==> config.mk <==
export PLATFORM = sky130hd
export DESIGN_NAME = vsr_regs
export DESIGN_NICKNAME = d
export VERILOG_FILES = /design/src/hdl/vsr_pkg.sv /design/src/hdl/vsr_regs.sv
export SDC_FILE = /design/constraint.sdc
export NUM_CORES = 1
export LEC_CHECK = 0
export ABC_AREA = 1
export BUFFER_PORTS_ARGS = -buffer_cell sky130_fd_sc_hd__buf_2
export CAP_MARGIN = 10
export CORE_AREA = 4 4 145 287
export DETAILED_ROUTE_END_ITERATION = 10
export DIE_AREA = 0 0 149 291
export GPL_TIMING_DRIVEN = 0
export HOLD_SLACK_MARGIN = 0.1
export PLACE_DENSITY = 0.72
export SYNTH_ARGS = -nofsm -noshare
export SYNTH_HDL_FRONTEND = slang
export SYNTH_SLANG_ARGS = --single-unit
export TNS_END_PERCENT = 30
==> constraint.sdc <==
create_clock -name clk -period 8.7 [get_ports clk]
set_input_delay 1.305 -clock clk [delete_from_list [all_inputs] [get_ports clk]]
set_output_delay 1.305 -clock clk [all_outputs]
set_load 0.05 [all_outputs]
==> src/hdl/vsr_pkg.sv <==
package vsr_pkg;

  localparam int unsigned DIM_W   = 13;
  localparam int unsigned FSIZE_W = 2 * DIM_W;
  localparam int unsigned ADDR_W  = 12;

  // Register byte offsets
  localparam logic [ADDR_W-1:0] OFF_CONTROL  = 12'h000;
  localparam logic [ADDR_W-1:0] OFF_STATUS   = 12'h004;
  localparam logic [ADDR_W-1:0] OFF_ERROR    = 12'h008;
  localparam logic [ADDR_W-1:0] OFF_IRQ_MASK = 12'h00C;
  localparam logic [ADDR_W-1:0] OFF_VERSION  = 12'h010;
  localparam logic [ADDR_W-1:0] OFF_FRM_CNT  = 12'h014;
  localparam logic [ADDR_W-1:0] OFF_LINE_CNT = 12'h018;
  localparam logic [ADDR_W-1:0] OFF_PIX_CNT  = 12'h01C;
  localparam logic [ADDR_W-1:0] OFF_DIMS     = 12'h020;
  localparam logic [ADDR_W-1:0] OFF_PHASE    = 12'h100;

  // Field positions
  localparam int unsigned CTL_COMMIT_BIT   = 1;
  localparam int unsigned ST_BEGUN_BIT     = 0;
  localparam int unsigned ST_DONE_BIT      = 1;
  localparam int unsigned ST_ERROR_BIT     = 16;
  localparam int unsigned ST_W             = 17;
  localparam int unsigned ERR_LINE_EARLY   = 0;
  localparam int unsigned ERR_LINE_MISSING = 1;
  localparam int unsigned ERR_FRM_EARLY    = 2;
  localparam int unsigned ERR_FRM_MISSING  = 3;
  localparam int unsigned ERR_W            = 4;
  localparam int unsigned DIMS_WIDTH_LSB   = 0;
  localparam int unsigned DIMS_HEIGHT_LSB  = 16;
  localparam int unsigned PHASE_W          = 2;

  localparam int unsigned DIM_MIN    = 128;
  localparam int unsigned HEIGHT_MAX = 7680;

  localparam logic [1:0] RESP_OKAY   = 2'h0;
  localparam logic [1:0] RESP_SLVERR = 2'h2;

  typedef enum logic [PHASE_W-1:0] {
    VSR_PH_RED_RG,
    VSR_PH_GREEN_RG,
    VSR_PH_GREEN_BG,
    VSR_PH_BLUE_BG
  } vsr_phase_e;

  typedef struct packed {
    logic [DIM_W-1:0] height;
    logic [DIM_W-1:0] width;
    vsr_phase_e       phase;
  } vsr_cfg_s;

  typedef struct packed {
    logic frame_late;
    logic frame_early;
    logic line_end_missing;
    logic line_end_premature;
    logic frame_done;
    logic frame_begun;
  } vsr_evt_s;

endpackage

==> src/hdl/vsr_regs.sv <==
// Overview of operation
// - Status bit 16 flags any recorded framing error
// - Status and error flags stay set
// - Error bits clear individually by writing one
// - Error 0: line ended before programmed width
// - Error 1: line ran past programmed width
// - Error 2: frame start before frame size
// - Error 3: frame ran past frame size
// - Interrupt is OR of masked status bits
// - Interrupt is a level while enabled bits set
// - Status bits 0 and 1 clear by host writing one
// - Version register read-only, fixed fields
// - Read-only 32-bit frame counter, cleared by reset
// - Read-only 32-bit line counter, cleared by reset
// - Read-only 32-bit pixel counter, cleared by reset
// - Dimensions bits 12:0 hold pixels per line
// - Dimensions bits 28:16 hold lines per frame
// - Phase bits 1:0 select mosaic start arrangement
// - Framing detection works without register interface
// - Interrupt output exists only with register interface
// - Event vector: begin, done, line, frame errors
// - Event vector bits are not latched
// - Status 0 on frame begin, 1 on done
// - Dimensions and phase double buffered, commit gated
module vsr_regs
  import vsr_pkg::*;
#(
  parameter bit                  HAS_REGS     = 1'b1,
  parameter int unsigned         MAX_WIDTH    = 7680,
  parameter logic [DIM_W-1:0]    DEF_WIDTH    = 13'h0780,
  parameter logic [DIM_W-1:0]    DEF_HEIGHT   = 13'h0438,
  parameter logic [PHASE_W-1:0]  DEF_PHASE    = 2'h0,
  // Arbitrary identification value
  parameter logic [31:0]         VERSION_WORD = 32'h0100_0000
) (
  input  wire logic              clk,
  input  wire logic              rst_n,
  // Stream being monitored
  input  wire logic              s_axis_tvalid,
  output logic                   s_axis_tready,
  input  wire logic              s_axis_tuser,
  input  wire logic              s_axis_tlast,
  // Register port
  input  wire logic [ADDR_W-1:0] s_axi_awaddr,
  input  wire logic              s_axi_awvalid,
  output logic                   s_axi_awready,
  input  wire logic [31:0]       s_axi_wdata,
  input  wire logic [3:0]        s_axi_wstrb,
  input  wire logic              s_axi_wvalid,
  output logic                   s_axi_wready,
  output logic [1:0]             s_axi_bresp,
  output logic                   s_axi_bvalid,
  input  wire logic              s_axi_bready,
  input  wire logic [ADDR_W-1:0] s_axi_araddr,
  input  wire logic              s_axi_arvalid,
  output logic                   s_axi_arready,
  output logic [31:0]            s_axi_rdata,
  output logic [1:0]             s_axi_rresp,
  output logic                   s_axi_rvalid,
  input  wire logic              s_axi_rready,
  // Status side
  output logic                   irq,
  output vsr_evt_s               parallel_event_vector,
  output vsr_cfg_s               active_cfg
);

  // Both dimension fields are DIM_W bits wide; the line counter has one bit more
  if (MAX_WIDTH < DIM_MIN || MAX_WIDTH >= (1 << DIM_W)) begin
    $error("MAX_WIDTH out of range");
  end
  if (HEIGHT_MAX >= (1 << DIM_W)) begin
    $error("HEIGHT_MAX does not fit the height field");
  end
  if (DEF_WIDTH < DIM_MIN || DEF_WIDTH > MAX_WIDTH) begin
    $error("DEF_WIDTH out of range");
  end
  if (DEF_HEIGHT < DIM_MIN || DEF_HEIGHT > HEIGHT_MAX) begin
    $error("DEF_HEIGHT out of range");
  end

  localparam vsr_cfg_s CFG_RESET = '{height: DEF_HEIGHT, width: DEF_WIDTH,
                                     phase: vsr_phase_e'(DEF_PHASE)};

  function automatic logic [31:0] merge_strb(input logic [31:0] old_v,
                                             input logic [31:0] new_v,
                                             input logic [3:0]  strb);
    logic [31:0] r;
    r = old_v;
    for (int i = 0; i < 4; i++) begin
      if (strb[i]) r[i*8 +: 8] = new_v[i*8 +: 8];
    end
    return r;
  endfunction

  // ---------------- Stream monitor ----------------
  logic                     tready_q;
  logic                     xfer;
  logic [DIM_W:0]           line_pix_q;
  logic [FSIZE_W:0]         frame_pix_q;
  logic [FSIZE_W:0]         frame_pix_nx;
  logic [FSIZE_W-1:0]       frame_size;
  logic                     sof_seen_q;
  vsr_cfg_s                 act_q;
  vsr_cfg_s                 host_q;
  logic                     commit_q;
  vsr_evt_s                 evt_d;
  vsr_evt_s                 evt_q;

  // The monitor never stalls the source; it only observes transfers
  always_ff @(posedge clk) begin
    if (!rst_n) tready_q <= 1'b0;
    else        tready_q <= 1'b1;
  end

  assign xfer       = s_axis_tvalid & tready_q;
  assign frame_size = FSIZE_W'(act_q.width * act_q.height);
  assign frame_pix_nx = s_axis_tuser ? (FSIZE_W+1)'(1) : frame_pix_q + 1'b1;

  // Detection runs with or without the register port
  always_comb begin
    evt_d = '0;
    if (xfer) begin
      evt_d.frame_begun = s_axis_tuser;
      // Pixels ahead of the first start marker belong to no frame
      evt_d.frame_done  = (s_axis_tuser || sof_seen_q)
                          && (frame_pix_nx == {1'b0, frame_size});
      if (s_axis_tlast)
        evt_d.line_end_premature = (line_pix_q + 1'b1) < {1'b0, act_q.width};
      else
        evt_d.line_end_missing = (line_pix_q == {1'b0, act_q.width});
      if (s_axis_tuser)
        evt_d.frame_early = sof_seen_q && (frame_pix_q < {1'b0, frame_size});
      else
        evt_d.frame_late = sof_seen_q && (frame_pix_q == {1'b0, frame_size});
    end
  end

  // Counts saturate one past the limit so an overrun reports once
  always_ff @(posedge clk) begin
    if (!rst_n) begin
      line_pix_q <= '0;
    end else if (xfer) begin
      if (s_axis_tlast)
        line_pix_q <= '0;
      else if (line_pix_q <= {1'b0, act_q.width})
        line_pix_q <= line_pix_q + 1'b1;
    end
  end

  always_ff @(posedge clk) begin
    if (!rst_n) begin
      frame_pix_q <= '0;
      sof_seen_q  <= 1'b0;
    end else if (xfer) begin
      if (s_axis_tuser) sof_seen_q <= 1'b1;
      if (s_axis_tuser || frame_pix_q <= {1'b0, frame_size})
        frame_pix_q <= frame_pix_nx;
    end
  end

  // Host set moves to the active set at frame end only when committed
  always_ff @(posedge clk) begin
    if (!rst_n)
      act_q <= CFG_RESET;
    else if (evt_d.frame_done && commit_q)
      act_q <= host_q;
  end

  // Not held: each bit follows its event, one cycle late
  always_ff @(posedge clk) begin
    if (!rst_n) evt_q <= '0;
    else        evt_q <= evt_d;
  end

  // ---------------- Throughput counters ----------------
  logic [31:0] frm_cnt_q;
  logic [31:0] line_cnt_q;
  logic [31:0] pix_cnt_q;

  always_ff @(posedge clk) begin
    if (!rst_n) begin
      frm_cnt_q  <= '0;
      line_cnt_q <= '0;
      pix_cnt_q  <= '0;
    end else begin
      if (evt_d.frame_done)      frm_cnt_q  <= frm_cnt_q + 1'b1;
      if (xfer && s_axis_tlast)  line_cnt_q <= line_cnt_q + 1'b1;
      if (xfer)                  pix_cnt_q  <= pix_cnt_q + 1'b1;
    end
  end

  // ---------------- Register port ----------------
  logic              awready_q;
  logic              bvalid_q;
  logic [1:0]        bresp_q;
  logic              arready_q;
  logic              rvalid_q;
  logic [1:0]        rresp_q;
  logic [31:0]       rdata_q;
  logic              wr_fire;
  logic              rd_fire;
  logic [ERR_W-1:0]  err_q;
  logic [ST_W-1:0]   status_q;
  logic [ST_W-1:0]   mask_q;
  logic              irq_q;
  logic [31:0]       wr_mask;
  logic [31:0]       rd_word;
  logic              rd_hit;
  logic              wr_hit;
  logic [ERR_W-1:0]  err_evt;
  logic              st_wr;
  logic              err_wr;

  // Address and data are taken together; the master holds both valid
  assign wr_fire = HAS_REGS && awready_q && s_axi_awvalid && s_axi_wvalid;
  assign rd_fire = HAS_REGS && arready_q && s_axi_arvalid;
  assign wr_mask = merge_strb(32'h0000_0000, s_axi_wdata, s_axi_wstrb);

  always_ff @(posedge clk) begin
    if (!rst_n) begin
      awready_q <= 1'b0;
      bvalid_q  <= 1'b0;
      bresp_q   <= RESP_OKAY;
    end else begin
      awready_q <= HAS_REGS && !awready_q && !bvalid_q
                   && s_axi_awvalid && s_axi_wvalid;
      if (wr_fire) begin
        bvalid_q <= 1'b1;
        bresp_q  <= wr_hit ? RESP_OKAY : RESP_SLVERR;
      end else if (s_axi_bready) begin
        bvalid_q <= 1'b0;
      end
    end
  end

  always_comb begin
    wr_hit = 1'b1;
    if (s_axi_awaddr == OFF_CONTROL)       wr_hit = 1'b1;
    else if (s_axi_awaddr == OFF_STATUS)   wr_hit = 1'b1;
    else if (s_axi_awaddr == OFF_ERROR)    wr_hit = 1'b1;
    else if (s_axi_awaddr == OFF_IRQ_MASK) wr_hit = 1'b1;
    else if (s_axi_awaddr == OFF_VERSION)  wr_hit = 1'b1;
    else if (s_axi_awaddr == OFF_FRM_CNT)  wr_hit = 1'b1;
    else if (s_axi_awaddr == OFF_LINE_CNT) wr_hit = 1'b1;
    else if (s_axi_awaddr == OFF_PIX_CNT)  wr_hit = 1'b1;
    else if (s_axi_awaddr == OFF_DIMS)     wr_hit = 1'b1;
    else if (s_axi_awaddr == OFF_PHASE)    wr_hit = 1'b1;
    else                                   wr_hit = 1'b0;
  end

  always_ff @(posedge clk) begin
    if (!rst_n) begin
      commit_q <= 1'b0;
      mask_q   <= '0;
      host_q   <= CFG_RESET;
    end else if (wr_fire) begin
      if (s_axi_awaddr == OFF_CONTROL) begin
        if (s_axi_wstrb[0]) commit_q <= s_axi_wdata[CTL_COMMIT_BIT];
      end else if (s_axi_awaddr == OFF_IRQ_MASK) begin
        mask_q <= ST_W'(merge_strb(32'(mask_q), s_axi_wdata, s_axi_wstrb));
      end else if (s_axi_awaddr == OFF_DIMS) begin
        if (s_axi_wstrb[0]) host_q.width[7:0] <= s_axi_wdata[7:0];
        if (s_axi_wstrb[1]) host_q.width[DIM_W-1:8] <= s_axi_wdata[DIM_W-1:8];
        if (s_axi_wstrb[2])
          host_q.height[7:0] <= s_axi_wdata[DIMS_HEIGHT_LSB +: 8];
        if (s_axi_wstrb[3])
          host_q.height[DIM_W-1:8] <= s_axi_wdata[DIMS_HEIGHT_LSB+8 +: DIM_W-8];
      end else if (s_axi_awaddr == OFF_PHASE) begin
        if (s_axi_wstrb[0])
          host_q.phase <= vsr_phase_e'(s_axi_wdata[PHASE_W-1:0]);
      end
    end
  end

  // Error events in register bit order
  always_comb begin
    err_evt                   = '0;
    err_evt[ERR_LINE_EARLY]   = evt_d.line_end_premature;
    err_evt[ERR_LINE_MISSING] = evt_d.line_end_missing;
    err_evt[ERR_FRM_EARLY]    = evt_d.frame_early;
    err_evt[ERR_FRM_MISSING]  = evt_d.frame_late;
  end

  assign st_wr  = wr_fire && (s_axi_awaddr == OFF_STATUS);
  assign err_wr = wr_fire && (s_axi_awaddr == OFF_ERROR);

  // Set wins over a write-one clear in the same cycle
  always_ff @(posedge clk) begin
    if (!rst_n) begin
      err_q <= '0;
    end else begin
      for (int i = 0; i < ERR_W; i++) begin
        if (err_evt[i])
          err_q[i] <= 1'b1;
        else if (err_wr && wr_mask[i])
          err_q[i] <= 1'b0;
      end
    end
  end

  always_ff @(posedge clk) begin
    if (!rst_n) begin
      status_q <= '0;
    end else begin
      if (evt_d.frame_begun)
        status_q[ST_BEGUN_BIT] <= 1'b1;
      else if (st_wr && wr_mask[ST_BEGUN_BIT])
        status_q[ST_BEGUN_BIT] <= 1'b0;
      if (evt_d.frame_done)
        status_q[ST_DONE_BIT] <= 1'b1;
      else if (st_wr && wr_mask[ST_DONE_BIT])
        status_q[ST_DONE_BIT] <= 1'b0;
      // Summary follows the sticky error bits, including new ones
      status_q[ST_ERROR_BIT] <= |err_q || |err_evt;
    end
  end

  always_ff @(posedge clk) begin
    if (!rst_n) irq_q <= 1'b0;
    else        irq_q <= HAS_REGS && |(status_q & mask_q);
  end

  always_comb begin
    rd_word = 32'h0000_0000;
    rd_hit  = 1'b1;
    if (s_axi_araddr == OFF_CONTROL)       rd_word[CTL_COMMIT_BIT] = commit_q;
    else if (s_axi_araddr == OFF_STATUS)   rd_word[ST_W-1:0] = status_q;
    else if (s_axi_araddr == OFF_ERROR)    rd_word[ERR_W-1:0] = err_q;
    else if (s_axi_araddr == OFF_IRQ_MASK) rd_word[ST_W-1:0] = mask_q;
    else if (s_axi_araddr == OFF_VERSION)  rd_word = VERSION_WORD;
    else if (s_axi_araddr == OFF_FRM_CNT)  rd_word = frm_cnt_q;
    else if (s_axi_araddr == OFF_LINE_CNT) rd_word = line_cnt_q;
    else if (s_axi_araddr == OFF_PIX_CNT)  rd_word = pix_cnt_q;
    else if (s_axi_araddr == OFF_DIMS) begin
      rd_word[DIMS_WIDTH_LSB +: DIM_W]  = host_q.width;
      rd_word[DIMS_HEIGHT_LSB +: DIM_W] = host_q.height;
    end else if (s_axi_araddr == OFF_PHASE) rd_word[PHASE_W-1:0] = host_q.phase;
    else                                    rd_hit = 1'b0;
  end

  always_ff @(posedge clk) begin
    if (!rst_n) begin
      arready_q <= 1'b0;
      rvalid_q  <= 1'b0;
      rresp_q   <= RESP_OKAY;
      rdata_q   <= '0;
    end else begin
      arready_q <= HAS_REGS && !arready_q && !rvalid_q && s_axi_arvalid;
      if (rd_fire) begin
        rvalid_q <= 1'b1;
        rdata_q  <= rd_word;
        rresp_q  <= rd_hit ? RESP_OKAY : RESP_SLVERR;
      end else if (s_axi_rready) begin
        rvalid_q <= 1'b0;
      end
    end
  end

  assign s_axis_tready         = tready_q;
  assign s_axi_awready         = awready_q;
  assign s_axi_wready          = awready_q;
  assign s_axi_bvalid          = bvalid_q;
  assign s_axi_bresp           = bresp_q;
  assign s_axi_arready         = arready_q;
  assign s_axi_rvalid          = rvalid_q;
  assign s_axi_rresp           = rresp_q;
  assign s_axi_rdata           = rdata_q;
  assign irq                   = irq_q;
  assign parallel_event_vector = evt_q;
  assign active_cfg            = act_q;

endmodule

* Word level (Yosys, flattened, before mapping) *
Index checks and enable logic that the tools add are counted.

operators by class
  reductions and logical operators = 54
  bitwise operators = 5
  eq/ne operators = 21
  $mul = 1
  $lt $le $gt $ge = 4
  $add $sub $neg = 5
  multiplexer cells = 72

operators by type and width
  operator                                                          count
  32-bit two-way mux                                                7
  32-bit by 1-bit adder with 32-bit output, second input constant   3
  12-bit by 5-bit == test with 1-bit output, second input constant  8
  27-bit by 26-bit == test with 1-bit output                        2
  12-bit by 4-bit == test with 1-bit output, second input constant  4
  1-bit two-way mux                                                 43
  13-bit two-way mux                                                3
  17-bit two-way mux                                                2
  15-bit two-way mux                                                2
  30-bit two-way mux                                                1
  14-bit two-way mux                                                2
  28-bit two-way mux                                                1
  27-bit by 1-bit adder with 27-bit output, second input constant   1
  27-bit by 26-bit <= comparator with 1-bit output                  1
  27-bit by 26-bit less-than comparator with 1-bit output           1
  27-bit two-way mux                                                1
  13-bit by 13-bit multiplier with 26-bit output                    1
  12-bit by 3-bit == test with 1-bit output, second input constant  2
  12-bit by 6-bit == test with 1-bit output, second input constant  2
  12-bit by 9-bit == test with 1-bit output, second input constant  2
  12-bit logical NOT                                                2
  1-bit logical AND                                                 21
  5-bit AND reduction                                               4
  2-bit nonzero test                                                9
  other kinds (20)                                                  37

storage, ports and cells
  bits in registers = 267
  word-level logic and storage cells = 202

* Logic depth before layout (Yosys ltp) *
Gate-level depths: netlist (run 1).

  word-level depth = 15
  gate-level depth with buffers = 37

* Least setup slack after synthesis (run 1) *
OpenSTA, ideal clock, no wires.

  path kind = flip-flop to flip-flop
  start point = register act_q, in the netlist active_cfg[2]
  end point = register frame_pix_q[12]
  cell stages (with the launch flop) = 32
  arrival = 6.716 ns
  setup slack = 1.899 ns
  period minus slack after synthesis = 6.801 ns
  path buffers = 2
  cell sequence = dfxtp_1 > clkbuf_1 > nand2_1 > fa_1 > fa_1 > inv_1 > fa_1 > fa_1 > inv_1 > fa_1 > inv_1 > ha_1 > nand2_1 > inv_1 > a21oi_1 > nand3_1 > nand2_1 > nand2_1 > nand2_1 > nand2_1 > ha_1 > nand3_1 > inv_1 > nand4_1 > nor4b_1 > nand2_1 > nand4_1 > nand2_1 > nand2_1 > clkbuf_1 > nor2_1 > a211oi_1

between the ends
  word-level cells in the longest chain between the ends = 4

RTL lines
  element                                           RTL line         RTL
  from (decl)                                       vsr_regs.sv:103  vsr_cfg_s act_q;
  from (signal assigned)                            vsr_regs.sv:166  act_q <= host_q;
  13-bit by 13-bit multiplier with 26-bit output    vsr_regs.sv:116  assign frame_size = FSIZE_W'(act_q.width * act_q.height);
  27-bit by 26-bit <= comparator with 1-bit output  vsr_regs.sv:156  if (s_axis_tuser || frame_pix_q <= {1'b0, frame_size})
  1-bit logical OR                                  vsr_regs.sv:156
  2-bit AND reduction (no source line)              n/a
  to (signal assigned)                              vsr_regs.sv:157  frame_pix_q <= frame_pix_nx;
  to (decl)                                         vsr_regs.sv:99   logic [FSIZE_W:0] frame_pix_q;

Every way passes these cells.
A chain may end at the register's enable or synchronous reset.

* Worst setup path in the final report (run 1) *
  start point = register act_q, in the netlist active_cfg[12]
  end point = register frame_pix_q[10]

The elaborated chain is that of the path after synthesis.

==> results of run 1 <==
worst max-delay path: cells and delay by family, from the launching register on:
family                     cells  cell delay (ns)
AOI/OAI and AO/OA              4             1.17
adders and majority gates      7             3.42
buffers and inverters          6             1.10
DFF                            1             0.57
and+or+nand+nor               11             1.88
synthesized netlist by cell type (all sizes together), types with 2 or more instances:
cell,n
a211oi,17
o21a,9
o21ai,155
o21bai,6
dfxtp,265
nor3,67
o22ai,13
o31ai,3
a21o,2
nand4,104
nor4b,2
nor4,29
nor2,285
o2111ai,3
buf,30
nand3,185
nand3b,6
nor3b,3
o211ai,4
ha,128
nand2,801
o311ai,3
clkinv,6
xor2,32
clkbuf,81
inv,662
mux2i,2
a21oi,202
o221ai,15
fa,121
a31o,2
a31oi,2
xnor2,11
timing repair:
action	CTS	global route
setup endpoints to repair	26	27
gates resized for setup	1	45
pin swaps	0	0
hold endpoints to repair	0	0
metal layers:
layer	up-vias	track usage, %	part of all wire, %	wire length (um)
met2	1023	72.3	52	44900
met5	-	0	0.018	16
met1	10600	34.4	30	25700
met4	2	40.6	13	11600
met3	440	5.45	5.4	4670
li1	10700	-	-	-
path summary, 6_finish.rpt:
kind                                      from  slack [ns]               to
worst max register to register  active_cfg[12]        0.46  frame_pix_q[10]
worst min register to register       mask_q[9]        0.45        mask_q[9]
worst max-delay path            active_cfg[12]        0.46  frame_pix_q[10]
worst min-delay path                 mask_q[9]        0.45        mask_q[9]
logic make-up (layout without fill, tap and decap cells):
group / count (synthesis) / after routing / share of synthesized area, %
fa+ha+maj: 249 / 249 / 18.8
xor+xnor: 43 / 43 / 1.76
flops: 265 / 265 / 24.8
simple gates: 1488 / 1488 / 29.5
other cells: 1 / 2 / 0.0175
compound gates: 438 / 438 / 11.2
buf+inv: 779 / 964 / 13.9
mux: 2 / 2 / 0.0934
power by group through the flow:
stage,Clock [mW],Combinational (mW),Sequential [mW]
2_1_floorplan,0,0.102,1.27
3_3_place_gp,0,0.185,1.27
3_5_place_dp,0,0.187,1.27
4_1_cts,1.20,0.188,1.24
5_1_grt,1.24,0.207,1.24
6_report,1.19,0.191,1.24
layout make-up:
cell class	count	share of cell area (%)
Buffer	111	2.06
Clock buffer	32	2.87
Clock inverter	12	0.771
Inverter	668	10.6
Multi-Input combinational cell	2222	55.6
Sequential cell	265	22.4
Tap cell	525	2.77
Timing Repair Buffer	141	2.98
registers in the layout, summed over array words and instances, names as in the netlist, 3 cells and up:
signal and flops:
status_q 3, err_q 4, frame_pix_q 27, host_q 28
pix_cnt_q 32, line_cnt_q 32, frm_cnt_q 32, line_pix_q 14
mask_q 17, s_axi_rdata 32, parallel_event_vector 6, active_cfg 28
through the flow:
step,hold slack [ns],TNS [ns],util [%],worst slack [ns],instance area [um2]
final,0.453,0,60.1,0.458,23700
after detailed placement,0.438,-4.13,57.8,-0.199,22800
after floorplan,0.424,0,-,1.90,21400
after global placement,0.427,-2.14,57.8,-0.117,22800
after CTS,0.453,0,60.0,0.0730,23700
after global routing,0.482,0,60.1,0.0825,23700
==> results.rst, run 1 <==
.. list-table::
   :header-rows: 1

   * - Metric
     - Value
   * - Remaining routing DRC violations
     - 0
   * - Sequential power share
     - 47.4%
   * - Unrepaired setup endpoints after global routing
     - false
   * - Combinational share of power
     - under 10%
   * - Int Power
     - about 2.0 mW
   * - Number of global-route vias before repair
     - 23000
   * - CTS root buffer
     - sky130_fd_sc_hd__clkbuf_16
   * - Starting density of the core
     - between 50% and 60%
   * - Crit-path max FO
     - 10
   * - Library cell contributing the largest single delay on the critical path
     - sky130_fd_sc_hd__o21ai_0
   * - Critical Path AT
     - 8.73 ns
   * - Number of setup violations in the final report
     - 0
   * - Initial drt markers
     - between 1500 and 2000
   * - Setup crit start kind
     - flip-flop
   * - Unique masters post-synth
     - between 40 and 50
   * - Detailed-route wire length per cell
     - between 20 and 25 um
   * - Global placer's final weighted congestion
     - 1.03
   * - Ratio of cells with drive above 1 in the final layout
     - about 7.0%
   * - Total power
     - approximately 2.6 mW
   * - Height of the die
     - approximately 290 um
   * - Largest net degree at the start of global routing
     - 17
   * - Std-Cell Rows
     - 103
   * - Rel. slew slack
     - a little under an eighth
   * - Hold Path Stages
     - 2
   * - Min-delay worst type
     - flip-flop to flip-flop
   * - CTS sink count
     - ~270
   * - Final clock skew
     - around 0.033 ns
   * - Cell type contributing the most total cell area after synthesis
     - sky130_fd_sc_hd__dfxtp_1
   * - Count of final max-slew check failures
     - 0
   * - Average vias per placed instance
     - between 5 and 6
   * - Number of H-tree levels
     - 1
   * - Antenna Cells
     - 0
   * - WS Path Type
     - flip-flop to flip-flop
   * - Worst Tran Pin Value
     - between 1 and 1.5 ns
   * - Number of flip-flops and latches in the synthesized netlist
     - roughly 270
   * - Run status
     - finished clean
   * - Overall global routing resource usage
     - about two fifths
   * - Core Footprint
     - 39400 um2
   * - Max Clk Rate
     - 0.121 GHz
   * - Clock Latency Late Sink
     - 0.57 ns
   * - Layout overhead on the synthesized area
     - 10.6%
   * - Nets@finish
     - around 3800
   * - Leakage power figure
     - 11.9 nW
   * - Overall via count from detail_route
     - roughly 23000
   * - Wire length of the first global-routing pass
     - ~130000 um
   * - TritonCTS clock tree
     - done
   * - VDD IR-drop max
     - approximately 0.19 mV
   * - Commonest non-fill, non-tap cells in the layout
     - sky130_fd_sc_hd__nand2_1 (801), sky130_fd_sc_hd__inv_1 (662), sky130_fd_sc_hd__nor2_1 (279)
   * - Number of nets still failing antenna checks after routing
     - 0
   * - Max-cap violations
     - 0
   * - Length of the first detailed-routing pass in iterations
     - 7
   * - Die Width
     - between 100 and 150 um
   * - Number of hold violations in the final report
     - 0
   * - Cell total after placement
     - a little under 4000
   * - Max Buffers Root-to-Sink
     - 3
   * - IO Count
     - about 150
   * - Global route total overflow
     - 0
   * - Count of non-filler cells in the finished layout
     - just under 4000
   * - Initial antenna violation count
     - 1
   * - Area taken by multi-input logic gates
     - 13200 um2
   * - Final period demand of the worst path
     - about 8.2 ns
   * - Switch share
     - 25.5%
   * - Cells after synthesis
     - 3265
   * - Total detailed-routing wirelength
     - a little under 90000 um
   * - Clock transition at path regs
     - about 0.07 ns
   * - Synth Area per Inst
     - ~6.6 um2
   * - Slowest cell delay on critical path
     - just under 0.7 ns
   * - Sequential-to-total area share from yosys stat
     - around 25%
   * - Clock network fraction of total power
     - ~45%
   * - Required time at the endpoint of the critical path
     - 9.19 ns
   * - Most used cell, CP
     - sky130_fd_sc_hd__nand2_1
   * - Register-to-Register Path Depth
     - 28
   * - Switching Power
     - around 670 uW
   * - Setup Buffers After CTS
     - 0
   * - PD cells
     - 110 nW/um2
   * - Die outline area
     - roughly 43000 um2
   * - Area contributors post-synth
     - sky130_fd_sc_hd__dfxtp_1 (25%), sky130_fd_sc_hd__nand2_1 (14%), sky130_fd_sc_hd__inv_1 (12%)
   * - Count of filler cells inserted in the layout
     - approximately 3900
   * - Number of warnings printed during yosys synthesis
     - 0
   * - Most frequent standard cell in the layout excluding fill and tap cells
     - sky130_fd_sc_hd__nand2_1
   * - I/O Buffers
     - between 100 and 150
   * - Number of enable flip-flop cells after synthesis
     - 0
   * - Share of Yosys cell area claimed by the top area cell type
     - around 25%
   * - Total standard cell area after synthesis
     - 21400 um2
   * - Primary FF master, synth
     - sky130_fd_sc_hd__dfxtp_1
   * - Fin crit share
     - 94.7%
   * - Num CTS Buffers
     - 24
   * - Storage element area
     - 5310 um2
   * - Post-synth ARST share
     - 0%
   * - Hold-fix buffers at CTS
     - 0
   * - Crit path capture type
     - flip-flop
   * - Detailed Place HPWL
     - between 70000 and 80000 um
Note: power is estimated with default switching activity, not from simulation.
==> run 2: changes to the inputs <==
--- a/config.mk
+++ b/config.mk
@@ -13,7 +13,7 @@
 export DIE_AREA = 0 0 149 291
 export GPL_TIMING_DRIVEN = 0
 export HOLD_SLACK_MARGIN = 0.1
-export PLACE_DENSITY = 0.72
+export PLACE_DENSITY = 0.75
 export SYNTH_ARGS = -nofsm -noshare
 export SYNTH_HDL_FRONTEND = slang
 export SYNTH_SLANG_ARGS = --single-unit
==> constraint.sdc (replaced) <==
create_clock -name clk -period 7.08 [get_ports clk]
set_input_delay 1.062 -clock clk [delete_from_list [all_inputs] [get_ports clk]]
set_output_delay 1.062 -clock clk [all_outputs]
set_load 0.05 [all_outputs]
==> results.rst, run 2 (same netlist as run 1, synthesis figures left out) <==
.. list-table::
   :header-rows: 1

   * - Metric
     - Value
   * - Remaining routing DRC violations
     - 0 (unchanged)
   * - Number of hold violations in the final report
     - 0 (unchanged)
   * - Largest net degree at the start of global routing
     - 16 (-1)
   * - Core Footprint
     - 39400 um2 (unchanged)
   * - Destination of the worst register-to-register timing path
     - frame_pix_q[17]
   * - Number of setup violations in the final report
     - 0 (unchanged)
   * - Number of global-route vias before repair
     - 23200 (+0.98%)
   * - Met2 Track Usage GR
     - 72.4% (+0.077 points)
   * - Max-cap violations
     - 0 (unchanged)
   * - WS Path Type
     - flip-flop to flip-flop
   * - Register-to-Register Path Depth
     - 35 (+25%)
   * - Area of placed instances
     - 22800 um2 (unchanged)
   * - Starting density of the core
     - 54.3% (unchanged)
   * - Layout overhead on the synthesized area
     - 15.5%
   * - Global Route met1 Usage
     - 34.8% (+0.38 points)
   * - Average vias per placed instance
     - 5.74 (+0.60%)
   * - Global route total overflow
     - 0 (unchanged)
   * - Number of nets still failing antenna checks after routing
     - 0 (unchanged)
   * - Count of final max-slew check failures
     - 0 (unchanged)
   * - Initial drt markers
     - 1655 (+5.2%)
   * - CTS root buffer
     - sky130_fd_sc_hd__clkbuf_16
   * - PD cells
     - 129 nW/um2 (+17%)
   * - TritonCTS clock tree
     - done
   * - Library cell contributing the largest single delay on the critical path
     - sky130_fd_sc_hd__fa_1
   * - Final Cell Area
     - 24800 um2 (+4.5%)
   * - Initial antenna violation count
     - 2 (+1)
   * - Height of the die
     - 291 um (unchanged)
   * - Detailed Place HPWL
     - 71500 um (-0.87%)
   * - M3 GR Usage
     - 6.29% (+0.84 points)
   * - Total detailed-routing wirelength
     - 89000 um (+2.5%)
   * - Post-layout util
     - 62.8% (+2.7 points)
   * - Slowest cell delay on critical path
     - 0.56 ns (-0.12 ns)
   * - Setup TNS after final layout
     - 0 ns (unchanged)
   * - Run status
     - finished clean
   * - IO Count
     - 147 (unchanged)
   * - Required time at the endpoint of the critical path
     - 7.54 ns (-1.65 ns)
   * - Final clock skew
     - 0.0145 ns (-0.0187 ns)
   * - I/O Buffers
     - 140 (unchanged)
   * - Die Width
     - 149 um (unchanged)
   * - Ratio of cells with drive above 1 in the final layout
     - 11.1% (+4.2 points)
   * - Worst R2R Setup Slack
     - 0.14 ns (-0.31 ns)
   * - Most congested layer reported by global routing
     - met2
   * - Wire length of the first global-routing pass
     - 131000 um (+1.1%)
   * - Worst Tran Pin Value
     - 1.16 ns (-0.149 ns)
   * - Clock transition at path regs
     - 0.07 ns (about the same)
   * - Global placer's final weighted congestion
     - 1.07 (+3.6%)
   * - Nets@finish
     - 3790 (+1.0%)
   * - Setup crit start kind
     - flip-flop
   * - Die outline area
     - 43400 um2 (unchanged)
   * - Commonest non-fill, non-tap cells in the layout
     - sky130_fd_sc_hd__nand2_1 (766), sky130_fd_sc_hd__inv_1 (658), sky130_fd_sc_hd__nor2_1 (270)
   * - Std-Cell Rows
     - 103 (unchanged)
   * - Detailed-route wire length per cell
     - 22.2 um (+1.5%)
   * - CTS sink count
     - 265 (unchanged)
   * - Rel. slew slack
     - 22.0% (+10 points)
   * - Overall global routing resource usage
     - 40.0% (+0.59 points)
   * - Hold Path Stages
     - 2 (unchanged)
   * - Final period demand of the worst path
     - 6.94 ns (-1.31 ns)
   * - Critical Path AT
     - 7.40 ns (-1.33 ns)
   * - Most frequent standard cell in the layout excluding fill and tap cells
     - sky130_fd_sc_hd__nand2_1
   * - Overall via count from detail_route
     - 23000 (+1.6%)
   * - Max Buffers Root-to-Sink
     - 3 (unchanged)
   * - Number of H-tree levels
     - 1 (unchanged)
   * - Length of the first detailed-routing pass in iterations
     - 8 (+1)
   * - Min-delay worst type
     - flip-flop to flip-flop
   * - Leakage power figure
     - 12.2 nW (+3.2%)
   * - Most used cell, CP
     - sky130_fd_sc_hd__nand2_1
   * - Num CTS Buffers
     - 24 (unchanged)
   * - Crit path capture type
     - flip-flop
   * - Worst flop-to-flop path startpoint
     - active_cfg[17]
   * - Crit-path max FO
     - 10 (unchanged)
   * - Total power
     - 3.20 mW (+22%)
   * - Terminating pin of the worst hold path
     - mask_q[8]
   * - Fin crit share
     - 98.0% (+3.2 points)
   * - Max Clk Rate
     - 0.144 GHz (+19%)
   * - Worst min-delay path startpoint
     - mask_q[8]
   * - Clock Latency Late Sink
     - 0.56 ns (about the same)
   * - Hold slack final
     - 0.450 ns (-0.00338 ns)
   * - VDD IR-drop max
     - 0.215 mV (+15%)
[run 2: cell count changes in the layout (fill, tap and decap cells not counted), sizes merged]
cell / previous run / this run
buf: 171 / 225
clkbuf: 113 / 101
clkinvlp: 3 / 0
diode: 0 / 2
bufinv: 4 / 3
clkinv: 11 / 10
inv: 662 / 663
[run 2: timing repair]
item / CTS / global route
gates cloned: 0 / 1
gates resized for setup: 150 / 108
pin swaps: 4 / 31
setup endpoints to repair: 93 / 60
buffers inserted: 9 / 29
hold buffers: 0 / 0
[run 2: layout make-up]
cell class | instances | area (um2)
repair buffers | 180 | 1010
clock inverters | 8 | 123
inverters | 668 | 2510
fillers | 3802 | 14700
diodes | 2 | 5.00
well taps | 525 | 657
plain buffers | 110 | 758
clock buffers | 36 | 717
multi-input cells | 2222 | 13600
flip-flops and latches | 265 | 5390
[run 2: worst max-delay path, delay by kind of cell (launching register included)]
family,cells,cell delay (ns)
compound gates,2,0.40
fa+ha+maj,7,3.18
buf+inv,10,1.08
flops,1,0.40
simple gates,16,1.75
[run 2: per-stage QoR]
| step | cells | setup WS [ns] |
|---|---|---|
| final | 4016 | 0.145 |
| after global routing | 4014 | -0.0808 |
| after CTS | 3984 | 0.000963 |
| after detailed placement | 3931 | -2.03 |
| after global placement | 3931 | -1.98 |
| after floorplan | 3266 | 0.279 |
[run 2: how the worst max path moves through the flow]
stage	start	to	slack [ns]	depth (start not counted)
global route	active_cfg[3]	frame_pix_q[15]	-0.08	32
CTS	active_cfg[11]	frame_pix_q[15]	0.001	31
detailed placement	active_cfg[2]	frame_pix_q[16]	-2.03	31
global placement	active_cfg[2]	frame_pix_q[16]	-1.98	31
floorplan	active_cfg[2]	frame_pix_q[12]	0.28	31
finish	active_cfg[17]	frame_pix_q[17]	0.14	35
[run 2: layer usage]
| metal | up-vias | share of wire (%) |
|---|---|---|
| li1 | 10800 | - |
| met1 | 10700 | 30 |
| met2 | 1057 | 51 |
| met3 | 518 | 5.8 |
| met4 | 0 | 14 |
| met5 | - | 0 |
[run 2: report_power, final]
group | total (mW) | leakage (nW) | switching [mW] | internal [mW]
Combinational | 0.247 | 9.67 | 0.174 | 0.0731
Sequential | 1.52 | 2.15 | 0.0228 | 1.50
Clock | 1.44 | 0.414 | 0.624 | 0.813
Total | 3.20 | 12.2 | 0.821 | 2.38
